==> src/rtl/unused_placeholder_none.sv <==
// Intentionally empty design file
`default_nettype none
`default_nettype wire

==> src/rtl/fpgr_pkg.sv <==
// Constants shared by the fan pin alternate-IO block
`default_nettype none
package fpgr_pkg;
    // Register offsets on the serial register port
    localparam logic [7:0] FPGR_OFS_IO_ENABLE = 8'h7f;
    localparam logic [7:0] FPGR_OFS_DIR_POL = 8'h80;
    localparam logic [7:0] FPGR_OFS_LEVEL_STATE = 8'h81;
    // Values after reset
    localparam logic [7:0] FPGR_RST_IO_ENABLE = 8'h00;
    localparam logic [7:0] FPGR_RST_DIR_POL = 8'h00;
    localparam logic [7:0] FPGR_RST_LEVEL_STATE = 8'h00;
    // Channel count and field positions (channel 1 positions, then stride)
    localparam int FPGR_NUM_CH = 4;
    localparam int FPGR_EN_BIT_CH1 = 3;
    localparam int FPGR_DIR_BIT_CH1 = 7;
    localparam int FPGR_POL_BIT_CH1 = 6;
    localparam int FPGR_CFG_STRIDE = 2;
    localparam int FPGR_STAT_BIT_CH1 = 4;
    localparam int FPGR_TEST_MSB = 3;
    localparam int FPGR_RSVD_EN_LSB = 4;
    // Read answer latency in clock cycles
    localparam int FPGR_RD_LATENCY = 1;
endpackage : fpgr_pkg
`default_nettype wire

==> src/rtl/fpgr_fan_pin_io.sv <==
// Fan pin alternate-IO registers and pin multiplexers
`default_nettype none
// How it works
// - Enable bit 3..0 repurposes pin 1..4
// - Direction bit: 1 output, 0 input
// - Polarity bit: 1 active high, 0 low
// - Output data from min duty LSB
// - Input status bit read-only, shows asserted level
// - Output status bit writable, asserts the pin
// - Status bits 7..4 map pins 4..1
// - Status meaningful only while pin repurposed
// - Status bits 3:0 are test bits
// - All three registers reset to zero
module fpgr_fan_pin_io
(
    input wire logic clk,
    input wire logic rst_n,
    input wire logic [7:0] reg_addr,
    input wire logic reg_wr,
    input wire logic [7:0] reg_wdata,
    input wire logic reg_rd,
    output logic [7:0] reg_rdata,
    output logic reg_rvalid,
    input wire logic [fpgr_pkg::FPGR_NUM_CH-1:0] fan_pulse,
    input wire logic [fpgr_pkg::FPGR_NUM_CH-1:0] min_duty_lsb,
    input wire logic [fpgr_pkg::FPGR_NUM_CH-1:0] fan_drive_pin_in,
    output logic [fpgr_pkg::FPGR_NUM_CH-1:0] fan_drive_pin_out,
    output logic [fpgr_pkg::FPGR_NUM_CH-1:0] fan_drive_pin_oe
);
    import fpgr_pkg::*;

    logic [7:0] io_enable_q;
    logic [7:0] dir_pol_q;
    logic [7:0] level_state_q;
    logic [7:0] rdata_d;
    logic [7:0] rdata_q;
    logic rvalid_q;
    logic [FPGR_NUM_CH-1:0] alt_io_select;
    logic [FPGR_NUM_CH-1:0] dir_out;
    logic [FPGR_NUM_CH-1:0] active_level;
    logic [FPGR_NUM_CH-1:0] state_bit;
    logic [FPGR_NUM_CH-1:0] in_asserted;
    logic [FPGR_NUM_CH-1:0] pin_out_d;
    logic [FPGR_NUM_CH-1:0] pin_oe_d;
    logic [FPGR_NUM_CH-1:0] pin_out_q;
    logic [FPGR_NUM_CH-1:0] pin_oe_q;
    logic [FPGR_NUM_CH-1:0] stat_view;
    logic [FPGR_NUM_CH-1:0] stat_wr_ok;
    logic wr_en;
    logic wr_cfg;
    logic wr_stat;

    assign wr_en = reg_wr && (reg_addr == FPGR_OFS_IO_ENABLE);
    assign wr_cfg = reg_wr && (reg_addr == FPGR_OFS_DIR_POL);
    assign wr_stat = reg_wr && (reg_addr == FPGR_OFS_LEVEL_STATE);

    // Per-channel field extraction and pin muxes
    genvar gi;
    generate
        for (gi = 0; gi < FPGR_NUM_CH; gi++)
        begin : g_ch
            assign alt_io_select[gi] = io_enable_q[FPGR_EN_BIT_CH1-gi];
            assign dir_out[gi] = dir_pol_q[FPGR_DIR_BIT_CH1-FPGR_CFG_STRIDE*gi];
            assign active_level[gi] = dir_pol_q[FPGR_POL_BIT_CH1-FPGR_CFG_STRIDE*gi];
            assign state_bit[gi] = level_state_q[FPGR_STAT_BIT_CH1+gi];
            // Output channels accept status writes, inputs do not
            assign stat_wr_ok[gi] = alt_io_select[gi] & dir_out[gi];
            // Status view: stored bit for outputs, live asserted level for inputs
            assign stat_view[gi] = !alt_io_select[gi] ? 1'b0 :
                (dir_out[gi] ? state_bit[gi] : in_asserted[gi]);
            fpgr_pin_chan u_chan
            (
                .alt_io_select(alt_io_select[gi]),
                .dir_out(dir_out[gi]),
                .active_level(active_level[gi]),
                .level_state(state_bit[gi]),
                .duty_lsb(min_duty_lsb[gi]),
                .fan_pulse(fan_pulse[gi]),
                .pin_in(fan_drive_pin_in[gi]),
                .pin_out_d(pin_out_d[gi]),
                .pin_oe_d(pin_oe_d[gi]),
                .in_asserted(in_asserted[gi])
            );
        end
    endgenerate

    // Enable register; reserved upper bits stored as written
    always_ff @(posedge clk or negedge rst_n)
    begin
        if (!rst_n)
            io_enable_q <= FPGR_RST_IO_ENABLE;
        else if (wr_en)
            io_enable_q <= reg_wdata;
    end

    // Direction and polarity register
    always_ff @(posedge clk or negedge rst_n)
    begin
        if (!rst_n)
            dir_pol_q <= FPGR_RST_DIR_POL;
        else if (wr_cfg)
            dir_pol_q <= reg_wdata;
    end

    // Level state: test bits always writable, channel bits only as outputs
    always_ff @(posedge clk or negedge rst_n)
    begin
        if (!rst_n)
            level_state_q <= FPGR_RST_LEVEL_STATE;
        else if (wr_stat)
        begin
            level_state_q[FPGR_TEST_MSB:0] <= reg_wdata[FPGR_TEST_MSB:0];
            for (int i = 0; i < FPGR_NUM_CH; i++)
            begin
                if (stat_wr_ok[i])
                    level_state_q[FPGR_STAT_BIT_CH1+i] <= reg_wdata[FPGR_STAT_BIT_CH1+i];
            end
        end
    end

    // Read mux; unmapped offsets answer zero
    always_comb
    begin
        rdata_d = 8'h00;
        case (reg_addr)
            FPGR_OFS_IO_ENABLE: rdata_d = io_enable_q;
            FPGR_OFS_DIR_POL: rdata_d = dir_pol_q;
            FPGR_OFS_LEVEL_STATE: rdata_d = {stat_view, level_state_q[FPGR_TEST_MSB:0]};
            default: rdata_d = 8'h00;
        endcase
    end

    // Read answer one cycle after the strobe; data held until next read
    always_ff @(posedge clk or negedge rst_n)
    begin
        if (!rst_n)
        begin
            rdata_q <= 8'h00;
            rvalid_q <= 1'b0;
        end
        else
        begin
            rvalid_q <= reg_rd;
            if (reg_rd)
                rdata_q <= rdata_d;
        end
    end

    // Registered pins avoid glitches when fields change mid-cycle
    always_ff @(posedge clk or negedge rst_n)
    begin
        if (!rst_n)
        begin
            pin_out_q <= '0;
            pin_oe_q <= '1; // Fan pulse outputs drive from reset
        end
        else
        begin
            pin_out_q <= pin_out_d;
            pin_oe_q <= pin_oe_d;
        end
    end

    assign reg_rdata = rdata_q;
    assign reg_rvalid = rvalid_q;
    assign fan_drive_pin_out = pin_out_q;
    assign fan_drive_pin_oe = pin_oe_q;

    // Checks
    property p_fan_route;
        @(posedge clk) disable iff (!rst_n)
        1'b1 |=> ((pin_out_q ^ $past(fan_pulse)) & ~$past(alt_io_select)) == '0;
    endproperty
    a_fan_route: assert property (p_fan_route)
        else $error("Disabled pin does not carry fan pulse");

    property p_disabled_drives;
        @(posedge clk) disable iff (!rst_n)
        1'b1 |=> (~$past(alt_io_select) & ~pin_oe_q) == '0;
    endproperty
    a_disabled_drives: assert property (p_disabled_drives)
        else $error("Disabled pin not driven");

    property p_input_released;
        @(posedge clk) disable iff (!rst_n)
        1'b1 |=> ($past(alt_io_select & ~dir_out) & pin_oe_q) == '0;
    endproperty
    a_input_released: assert property (p_input_released)
        else $error("Input pin still driven");

    property p_out_level;
        @(posedge clk) disable iff (!rst_n)
        1'b1 |=> ($past(alt_io_select & dir_out & (state_bit | min_duty_lsb))
            & (pin_out_q ^ $past(active_level))) == '0;
    endproperty
    a_out_level: assert property (p_out_level)
        else $error("Asserted output not at polarity level");

    property p_duty_data;
        @(posedge clk) disable iff (!rst_n)
        1'b1 |=> ($past(alt_io_select & dir_out & ~state_bit)
            & (pin_out_q ^ ~($past(min_duty_lsb) ^ $past(active_level)))) == '0;
    endproperty
    a_duty_data: assert property (p_duty_data)
        else $error("Output data does not follow duty LSB");

    property p_en_readback;
        @(posedge clk) disable iff (!rst_n)
        (wr_en ##1 (reg_rd && !reg_wr && reg_addr == FPGR_OFS_IO_ENABLE))
        |=> reg_rvalid && reg_rdata == $past(reg_wdata, 2);
    endproperty
    a_en_readback: assert property (p_en_readback)
        else $error("Enable register readback mismatch");

    property p_stat_input;
        @(posedge clk) disable iff (!rst_n)
        (reg_rd && reg_addr == FPGR_OFS_LEVEL_STATE && alt_io_select[0] && !dir_out[0])
        |=> reg_rdata[FPGR_STAT_BIT_CH1] == ~($past(fan_drive_pin_in[0]) ^ $past(active_level[0]));
    endproperty
    a_stat_input: assert property (p_stat_input)
        else $error("Input status does not show asserted level");

    property p_stat_idle;
        @(posedge clk) disable iff (!rst_n)
        (reg_rd && reg_addr == FPGR_OFS_LEVEL_STATE)
        |=> (reg_rdata[7:4] & ~$past(alt_io_select)) == '0;
    endproperty
    a_stat_idle: assert property (p_stat_idle)
        else $error("Status of non-repurposed pin not zero");

    property p_stat_rdonly;
        @(posedge clk) disable iff (!rst_n)
        (wr_stat && !dir_out[3]) |=> $stable(level_state_q[FPGR_STAT_BIT_CH1+3]);
    endproperty
    a_stat_rdonly: assert property (p_stat_rdonly)
        else $error("Input status bit was written");

    property p_rd_pulse;
        @(posedge clk) disable iff (!rst_n)
        reg_rd |=> reg_rvalid ##1 (reg_rvalid == $past(reg_rd));
    endproperty
    a_rd_pulse: assert property (p_rd_pulse)
        else $error("Read answer timing wrong");

    property p_stat_out_write;
        @(posedge clk) disable iff (!rst_n)
        wr_stat |=> ((level_state_q[7:4] ^ $past(reg_wdata[7:4])) & $past(stat_wr_ok)) == '0;
    endproperty
    a_stat_out_write: assert property (p_stat_out_write)
        else $error("Output status bit not written");

    property p_test_bits;
        @(posedge clk) disable iff (!rst_n)
        wr_stat |=> level_state_q[FPGR_TEST_MSB:0] == $past(reg_wdata[FPGR_TEST_MSB:0]);
    endproperty
    a_test_bits: assert property (p_test_bits)
        else $error("Test bits not stored as written");

    property p_stat_out_view;
        @(posedge clk) disable iff (!rst_n)
        (reg_rd && reg_addr == FPGR_OFS_LEVEL_STATE)
        |=> ((reg_rdata[7:4] ^ $past(level_state_q[7:4])) & $past(alt_io_select & dir_out)) == '0;
    endproperty
    a_stat_out_view: assert property (p_stat_out_view)
        else $error("Output status not read back in place");

    property p_stat_in_all;
        @(posedge clk) disable iff (!rst_n)
        (reg_rd && reg_addr == FPGR_OFS_LEVEL_STATE)
        |=> ((reg_rdata[7:4] ^ ~$past(fan_drive_pin_in ^ active_level))
            & $past(alt_io_select & ~dir_out)) == '0;
    endproperty
    a_stat_in_all: assert property (p_stat_in_all)
        else $error("Input status wrong on some channel");

    property p_cfg_readback;
        @(posedge clk) disable iff (!rst_n)
        (wr_cfg ##1 (reg_rd && !reg_wr && reg_addr == FPGR_OFS_DIR_POL))
        |=> reg_rvalid && reg_rdata == $past(reg_wdata, 2);
    endproperty
    a_cfg_readback: assert property (p_cfg_readback)
        else $error("Config register readback mismatch");

    property p_out_drives;
        @(posedge clk) disable iff (!rst_n)
        1'b1 |=> ($past(alt_io_select & dir_out) & ~pin_oe_q) == '0;
    endproperty
    a_out_drives: assert property (p_out_drives)
        else $error("Output pin not driven");

    // Two edges into reset so the async clear has surely landed
    property p_rst_regs;
        @(posedge clk)
        (!rst_n ##1 !rst_n) |-> io_enable_q == FPGR_RST_IO_ENABLE
            && dir_pol_q == FPGR_RST_DIR_POL && level_state_q == FPGR_RST_LEVEL_STATE
            && pin_oe_q == '1 && pin_out_q == '0 && !reg_rvalid;
    endproperty
    a_rst_regs: assert property (p_rst_regs)
        else $error("Registers not at reset values");

    c_out_mode: cover property (@(posedge clk) disable iff (!rst_n)
        alt_io_select[0] && dir_out[0] && pin_oe_q[0]);
    c_in_read: cover property (@(posedge clk) disable iff (!rst_n)
        reg_rd && reg_addr == FPGR_OFS_LEVEL_STATE && alt_io_select[3] && !dir_out[3]);
    c_stat_write: cover property (@(posedge clk) disable iff (!rst_n)
        wr_stat && stat_wr_ok[1]);
    c_b2b_read: cover property (@(posedge clk) disable iff (!rst_n)
        wr_en ##1 (reg_rd && reg_addr == FPGR_OFS_IO_ENABLE));
endmodule : fpgr_fan_pin_io
`default_nettype wire

==> src/rtl/fpgr_pin_chan.sv <==
// One fan pin: fan pulse or alternate IO, with polarity and direction
`default_nettype none
module fpgr_pin_chan
(
    input wire logic alt_io_select,
    input wire logic dir_out,
    input wire logic active_level,
    input wire logic level_state,
    input wire logic duty_lsb,
    input wire logic fan_pulse,
    input wire logic pin_in,
    output logic pin_out_d,
    output logic pin_oe_d,
    output logic in_asserted
);
    logic assert_req;

    // Either the stored state bit or the duty LSB asserts the output
    assign assert_req = level_state | duty_lsb;

    // Polarity maps asserted to a pin level; 1 = active high
    assign in_asserted = ~(pin_in ^ active_level);

    // Pin mux: fan pulse when not repurposed, else IO per direction
    always_comb
    begin
        if (!alt_io_select)
        begin
            pin_out_d = fan_pulse;
            pin_oe_d = 1'b1;
        end
        else if (dir_out)
        begin
            pin_out_d = ~(assert_req ^ active_level);
            pin_oe_d = 1'b1;
        end
        else
        begin
            // Input: release the pin, park the data low
            pin_out_d = 1'b0;
            pin_oe_d = 1'b0;
        end
    end
endmodule : fpgr_pin_chan
`default_nettype wire

==> config.mk <==
export PLATFORM = sky130hd
export DESIGN_NAME = fpgr_fan_pin_io
export DESIGN_NICKNAME = d
export VERILOG_FILES = /design/src/rtl/unused_placeholder_none.sv /design/src/rtl/fpgr_pkg.sv /design/src/rtl/fpgr_fan_pin_io.sv /design/src/rtl/fpgr_pin_chan.sv
export SDC_FILE = /design/constraint.sdc
export NUM_CORES = 1
export LEC_CHECK = 0
export ABC_AREA = 1
export BUFFER_PORTS_ARGS = -buffer_cell sky130_fd_sc_hd__buf_4
export CAP_MARGIN = 20
export CORE_ASPECT_RATIO = 0.5
export CORE_MARGIN = 8
export CORE_UTILIZATION = 48
export CTS_CLUSTER_DIAMETER = 120
export DETAILED_ROUTE_END_ITERATION = 10
export PLACE_DENSITY = 0.78
export SYNTH_ARGS = -nofsm -noshare
export SYNTH_HDL_FRONTEND = slang
export SYNTH_SLANG_ARGS = --single-unit
==> constraint.sdc <==
create_clock -name clk -period 1.1 [get_ports clk]
set_clock_uncertainty 0.15 [all_clocks]
set_input_delay 0.275 -clock clk [delete_from_list [all_inputs] [get_ports clk]]
set_output_delay 0.275 -clock clk [all_outputs]
set_load 0.005 [all_outputs]
# After elaboration in Yosys (flattened, before gate mapping)
# Index checks and enable logic that the tools add are counted.
# totals
wordCells	70
out_inout_bits	17
reg_bits	41
# classes
n_reduce_logical	7
bitwise_logic	24
eq_ne	3
mux	25
# ops
op	count
$mux 1	24
$pmux 8 s3	1
$eq 8x8->1 const B	2
$eq 8x7->1 const B	1
$not 1->1	8
$reduce_and 2->1	4
$xor 1x1->1	8
$and 1x1->1	4
$or 1x1->1	4
$logic_and 1x1->1	3

# Logic depth before layout (Yosys ltp)
# Gate-level depths: netlist of the first run.
# logic_depth
depth_word	5
ltp_mapped	9

# Modules after synthesis
# From an unflattened synthesis of the first run, not the netlist that was laid out.
# hier_totals
cells_unflattened	273
area_unflattened_um2	2120.8
# modules_own_cells
mod	seq_area_each_um2	area_each_um2	n_inst	cells_each
fpgr_fan_pin_io	1031.0	1905.6	1	229
fpgr_pin_chan	0.0	53.8	4	11

# Worst setup path before layout of the first run
# Ideal clock, no wire load.
# synth_timing
path_kind	input to register
start	in reg_addr[3]
end	reg level_state_q[4]
n_path_buf	0
arrival_ns	1.071
path_slack_ns	-0.242
cell_stages	8
cell_sequence	nor2_1 > inv_1 > nor2_1 > nand2_4 > nor2_8 > nand2_1 > nand2_1 > o21ai_1
# synth_via
elab_chain_len	3
# synth_lines
element	line	text
from (decl)	fpgr_fan_pin_io.sv:18	input wire logic [7:0] reg_addr,
$eq 8x8->1	fpgr_fan_pin_io.sv:55	assign wr_stat = reg_wr && (reg_addr == FPGR_OFS_LEVEL_STATE);
$logic_and 1x1->1	fpgr_fan_pin_io.sv:55	
$reduce_and 2->1 (no line)	--	
to (signal, indexed assignment)	fpgr_fan_pin_io.sv:112	level_state_q[FPGR_TEST_MSB:0] <= reg_wdata[FPGR_TEST_MSB:0];
to (signal, indexed assignment)	fpgr_fan_pin_io.sv:116	level_state_q[FPGR_STAT_BIT_CH1+i] <= reg_wdata[FPGR_STAT_BIT_CH1+i];
to (decl)	fpgr_fan_pin_io.sv:34	logic [7:0] level_state_q;
# Every way passes these cells.
# A chain may end at the register's enable or synchronous reset.

# Worst setup path after layout of the first run
# layout_timing
start	reg pin_oe_q[1], in the netlist fan_drive_pin_oe[1]
end	out fan_drive_pin_oe[1] in the netlist's numbering
# layout_rtl
element	line	text
from (decl)	fpgr_fan_pin_io.sv:46	logic [FPGR_NUM_CH-1:0] pin_oe_q;
from (signal assigned)	fpgr_fan_pin_io.sv:160	pin_oe_q <= pin_oe_d;
to (decl)	fpgr_fan_pin_io.sv:28	output logic [fpgr_pkg::FPGR_NUM_CH-1:0] fan_drive_pin_oe
# No word-level cell between the ends.

==> impl_metrics.py, run 1 <==
metrics = {
    "run_status": {
        "status": "complete, but fails checks",
        "failed_checks": "negative setup slack",
    },
    "timing": {
        "hold_ws_ps": 21.5,
        "clock.fmax_ghz": 0.738,
        "layout_setup_ws_ps": -256,
        "hold_viol": 0,
        "rsz0062_at_grt": "true",
        "slew_viol_final": 0,
        "max-slew-margin-rel_pct": 75.0,
        "max_slew.worst_pin.slew_ps": 375,
        "setup_violations": 51,
        "fin_crit_sh_pct": 123,
        "period_needed_ps": 1360,
    },
    "pwr": {
        "p_leak_nw": 1.99,
        "vdd_drop_max_v": 0.00100,
        "cellPowerDensity_nw_per_um2": 942,
    },
    "synthesis": {
        "synth_nets": 292,
        "synth-xor-area-share_pct": 0.416,
        "post_synth_fa_ha_maj_area_fraction_pct": 0,
        "synthMuxAreaShare_pct": 0,
        "syn_inst": 260,
        "synth-simple-area-share_pct": 34.2,
        "synth-seq-cells": 41,
        "yosys_warnings": 0,
        "synth_top_family_by_area": "simple AND/OR/NAND/NOR gates",
        "netlist_area_sq_um": 2100,
        "synth_cell_type_count": 23,
        "yosysSeqAreaShare_pct": 49.0,
        "synth_compound_area_share_pct": 8.80,
        "syn-mean-instance-area_sq_um": 8.09,
    },
    "routing": {
        "drc": 0,
        "vias_per_cell": 5.68,
        "wirelength_um": 8630,
        "ant_nets": 0,
        "wl_per_cell_um": 19.8,
        "vias": 2476,
        "drt_iter0_markers": 211,
        "dr.pass1.iters": 6,
    },
    "die": {
        "fp.dieH_um": 62.8,
        "io_pins": 49,
        "core-area_sq_um": 4300,
        "die_w_um": 110,
        "initial_core_util_pct": 49.0,
        "dieArea_sq_um": 6880,
        "row_count": 17,
    },
    "critical_path": {
        "r2r_end": "reg_rdata[6]$_DFFE_PN0P_",
        "cp_slowest_cell": "dfstp_2",
        "worst_ep_required_time_ps": 670,
        "path_class": "register to output port",
        "worst_ep_arrival_time_ps": 930,
        "cp_top_family": "flip-flops",
        "r2r-start": "io_enable_q[1]$_DFFE_PN0P_",
        "endpoint_kind": "output port",
        "timing.critical_path.buf_inv": 1,
        "r2r_cells": 8,
        "worstSetupStartpointType": "register",
        "path_depth": 1,
        "r2r_slack_ps": -240,
        "max_stage_delay_ps": 540,
        "path_max_fanout": 1,
        "crit_start": "fan_drive_pin_oe[1]$_DFF_PN1_",
        "cp_cell_sequence": "buf_6",
        "crit_end": "fan_drive_pin_oe[1]",
    },
    "run": {
        "drv_cap": 0,
    },
    "clock_tree": {
        "cts_tree": "built",
        "cts_max_level": 2,
        "path_clk_slew_ps": 80,
        "cts_made_buffers": 5,
        "cts.sinks": 41,
        "clk_latency_ps": 310,
        "cts_root_buffer": "clkbuf_8",
        "cts_buffer_depth": 2,
    },
    "finish": {
        "antenna_cells": 0,
        "finalInstanceArea_sq_um": 3630,
        "area_delta_synth_final_pct": 72.6,
        "final_layout_size_suffix_gt1_share_pct": 57.8,
        "nNetsFinal": 410,
        "fin_cells": 436,
    },
    "hold_path": {
        "hp-start": "fan_pulse[3]",
        "hold_path_class": "input pin to register",
    },
    "global_routing": {
        "grt_max_degree": 22,
        "grt_first_pass_wirelength_um": 11500,
        "grtUsageTotal_pct": 21.0,
        "antenna_found_initial": 0,
        "grt_pass1_vias": 2424,
        "overflow": 0,
    },
    "placed_design": {
        "hpwl_um": 4270,
        "place_congestion": 0.845,
        "placed_area_sq_um": 2910,
        "placed_cells": 408,
        "port_buffers": 48,
    },
}
metrics by stage:
step	total power, W	TNS, ps	worst slack [ps]	utilization (%)
global route	0.00354	-6510	-276	84.5
global placement	0.00221	-9920	-365	67.8
finish	0.00342	-5230	-256	84.5
CTS	0.00327	-3390	-244	76.6
detailed placement	0.00223	-10720	-376	67.8
floorplan	0.00186	-4200	-200	-
layout make-up:
type	count	area, sq um
fillers	214	667
well taps	57	71.3
repair buffers	111	1040
clock buffers	6	72.6
clock inverters	2	10.0
inverters	33	139
flip-flops and latches	41	1040
multi-input cells	186	1260
report_power, final:
| group | switching, W | internal, W | total, W |
|---|---|---|---|
| logic | 0.000369 | 0.000392 | 0.000760 |
| registers | 0.0000679 | 0.00160 | 0.00167 |
| clock network | 0.000550 | 0.000441 | 0.000991 |
| total | 0.000987 | 0.00243 | 0.00342 |
routing by layer:
layer / wire [um] / up-vias / global-route usage, %
met5: 0 / - / 0
met4: 603 / 0 / 10.0
met3: 1170 / 68 / 7.72
met2: 3910 / 228 / 33.3
met1: 2940 / 1127 / 24.5
li1: - / 1053 / -
state kept, by name, indices dropped and copies added, names as in the netlist:
register and flops:
dir_pol_q 8, fan_drive_pin_oe 4, fan_drive_pin_out 4, level_state_q 8, reg_rvalid 1, reg_rdata 8, io_enable_q 8
cell families after synthesis:
kind of cell,after synthesis
AND/OR/NAND/NOR,151
buffers and inverters,36
AO/OA/AOI/OAI,31
flip-flops,41
XOR/XNOR,1
worst min-delay path by stage:
stage,end,slack [ps],depth (start not counted)
4_1_cts,reg_rvalid$_DFF_PN0_,5,1
3_5_place_dp,io_enable_q[4]$_DFFE_PN0P_,40,1
6_report,fan_drive_pin_out[3]$_DFF_PN0_,20,3
2_1_floorplan,dir_pol_q[0]$_DFFE_PN0P_,-170,0
3_3_place_gp,fan_drive_pin_out[0]$_DFF_PN0_,30,1
5_1_grt,reg_rvalid$_DFF_PN0_,8,1
cells in the mapped netlist, drive strengths merged:
cell    instances  area, sq um
a21oi           5         25.0
inv            33          124
or2             1         8.76
nand3          26          143
dfrtp          37          926
nor2           20          148
nor3            1         16.3
clkbuf          1         3.75
o21ai          20          115
buf             2         31.3
dfstp           4          105
o21a            6         45.0
xor2            1         8.76
nand2         103          404
cell usage in the layout (no fill, tap or decap), types with 6 or more instances in the layout:
master   count
buf_6       34
nand2_2     19
dfrtp_1     32
o21ai_1      8
buf_4       68
o21a_1       6
nand3_2     13
nor2_2       7
nand3_1      9
nor2_4       9
inv_2        8
o21ai_2     10
nand2_1     75
inv_1       23
nand2_4      9
timing repair:
action                                  in CTS  in global routing
pin swaps                                   19                 33
setup buffers                                6                 15
cloned                                       3                  0
hold buffers                                 1                  0
hold endpoints to repair                    31                  0
gates resized for setup                     58                 74
endpoints found under the setup margin      44                 50
Note: power is estimated with default switching activity, not from simulation.
==> run 2, diff against run 1 <==
- BUFFER_PORTS_ARGS: -buffer_cell sky130_fd_sc_hd__buf_4 -> default
- CORE_UTILIZATION: 48 -> 54
- DONT_BUFFER_PORTS: default -> 1
- PLACE_DENSITY: 0.78 -> 0.75
==> impl_metrics.py, run 2 (synthesis gave the netlist of run 1 again) <==
metrics = {
    "run_status": {
        "status": "complete, but fails checks",
        "failed_checks": "negative hold slack, negative setup slack",
    },
    "timing": {
        "max-slew-margin-rel_pct": 76.3,
        "hold_viol": 41,
        "rsz0062_at_grt": "true",
        "fin_tns_setup_ps": -1610,
        "slew_viol_final": 0,
        "fin_crit_sh_pct": 115,
        "max_slew.worst_pin.slew_ps": 355,
        "clock.fmax_ghz": 0.790,
        "setup_violations": 25,
        "period_needed_ps": 1270,
        "layout_setup_ws_ps": -167,
        "hold_ws_ps": -494,
    },
    "global_routing": {
        "grt_first_pass_wirelength_um": 9000,
        "grtUsageTotal_pct": 18.5,
        "grt_max_degree": 42,
        "overflow": 0,
        "antenna_found_initial": 0,
        "grt_pass1_vias": 1909,
    },
    "finish": {
        "area_delta_synth_final_pct": 41.2,
        "finalInstanceArea_sq_um": 2970,
        "final_layout_size_suffix_gt1_share_pct": 46.4,
        "fin_cells": 373,
        "seq_area_sq_um": 1040,
        "final_common_cell": "nand2_1",
        "final_cell_mix": "nand2_1 (73), dfrtp_1 (32), buf_4 (31)",
        "nNetsFinal": 350,
        "nFillCells": 218,
        "antenna_cells": 0,
        "multiInputGateArea_sq_um": 1160,
    },
    "routing": {
        "dr.pass1.iters": 5,
        "drt_iter0_markers": 162,
        "ant_nets": 0,
        "vias_per_cell": 5.30,
        "wl_per_cell_um": 17.0,
        "wirelength_um": 6340,
        "vias": 1976,
        "drc": 0,
    },
    "die": {
        "core-area_sq_um": 3820,
        "die_w_um": 104,
        "row_count": 16,
        "initial_core_util_pct": 55.0,
        "fp.dieH_um": 60.1,
        "dieArea_sq_um": 6270,
        "io_pins": 49,
    },
    "placed_design": {
        "dp_slack_ps": -260,
        "placed_area_sq_um": 2480,
        "placed_cells": 349,
        "place_congestion": 0.858,
        "port_buffers": 0,
        "hpwl_um": 4000,
    },
    "clock_tree": {
        "cts_buffer_depth": 2,
        "clk_latency_ps": 300,
        "cts_made_buffers": 5,
        "cts_hold_buf": 10,
        "cts_tree": "built",
        "path_clk_slew_ps": 80,
        "cts_max_level": 2,
        "cts_root_buffer": "clkbuf_8",
        "cts.sinks": 41,
    },
    "pwr": {
        "vdd_drop_max_v": 0.000673,
        "p_leak_nw": 1.64,
        "cellPowerDensity_nw_per_um2": 1050,
    },
    "critical_path": {
        "path_max_fanout": 1,
        "crit_end": "fan_drive_pin_oe[1]",
        "r2r-start": "dir_pol_q[5]$_DFFE_PN0P_",
        "r2r_end": "reg_rdata[5]$_DFFE_PN0P_",
        "r2r_cells": 8,
        "worst_ep_required_time_ps": 670,
        "worst_ep_arrival_time_ps": 840,
        "worstSetupStartpointType": "register",
        "path_class": "register to output port",
        "path_depth": 0,
        "crit_start": "fan_drive_pin_oe[1]$_DFF_PN1_",
        "r2r_slack_ps": -130,
        "endpoint_kind": "output port",
    },
    "hold_path": {
        "hold_path_class": "input pin to asynchronous set/reset pin",
    },
    "run": {
        "drv_cap": 0,
    },
}
-- run 2: changes by cell type in the layout (fill, tap and decap cells not counted), sizes merged --
cell	previous run	this run
buf	110	44
dlygate4sd3	1	9
dlymetal6s4s	0	1
nand3	27	26
nor2	22	20
-- run 2: final cells by class --
type / instances / area share, %
clock buffer: 6 / 2.44
clock inverter: 2 / 0.337
inverter: 33 / 4.59
multi-input combinational: 183 / 38.9
sequential: 41 / 34.9
tap: 54 / 2.27
timing repair buffer: 54 / 16.5
-- run 2: layer usage --
metal  up-vias  wire length [um]  global-route usage [%]
met1       953              2490                    21.8
met4         0               184                    8.96
li1        926                 -                       -
met5         -                 0                       0
met3        20               495                    5.38
met2        77              3170                    31.1
-- run 2: report_power, final --
group | switching [W] | internal, W
sequential | 0.0000730 | 0.00160
combinational | 0.000237 | 0.000245
clock | 0.000536 | 0.000440
-- run 2: worst min path at each step --
stage / start / endpoint / slack, ps / depth (start not counted)
floorplan: rst_n / dir_pol_q[0]$_DFFE_PN0P_ / -170 / 0
global placement: rst_n / level_state_q[5]$_DFFE_PN0P_ / -170 / 0
detailed placement: rst_n / io_enable_q[5]$_DFFE_PN0P_ / -170 / 0
CTS: rst_n / io_enable_q[5]$_DFFE_PN0P_ / -500 / 0
global route: rst_n / dir_pol_q[6]$_DFFE_PN0P_ / -500 / 0
finish: rst_n / level_state_q[5]$_DFFE_PN0P_ / -490 / 0
-- run 2: timing repair --
item                                    CTS  global route
endpoints found under the hold margin    66            41
buffers inserted                          2             9
gates resized for setup                  10            78
pin swaps                                 5            32
endpoints found under the setup margin   24            34
-- run 2: through the flow --
| stage | hold slack (ps) | power (W) | utilization, % |
|---|---|---|---|
| 6_report | -494 | 0.00313 | 77.7 |
| 3_5_place_dp | -169 | 0.00203 | 64.8 |
| 2_1_floorplan | -171 | 0.00186 | - |
| 4_1_cts | -496 | 0.00305 | 70.5 |
| 3_3_place_gp | -169 | 0.00201 | 64.8 |
| 5_1_grt | -504 | 0.00326 | 77.7 |
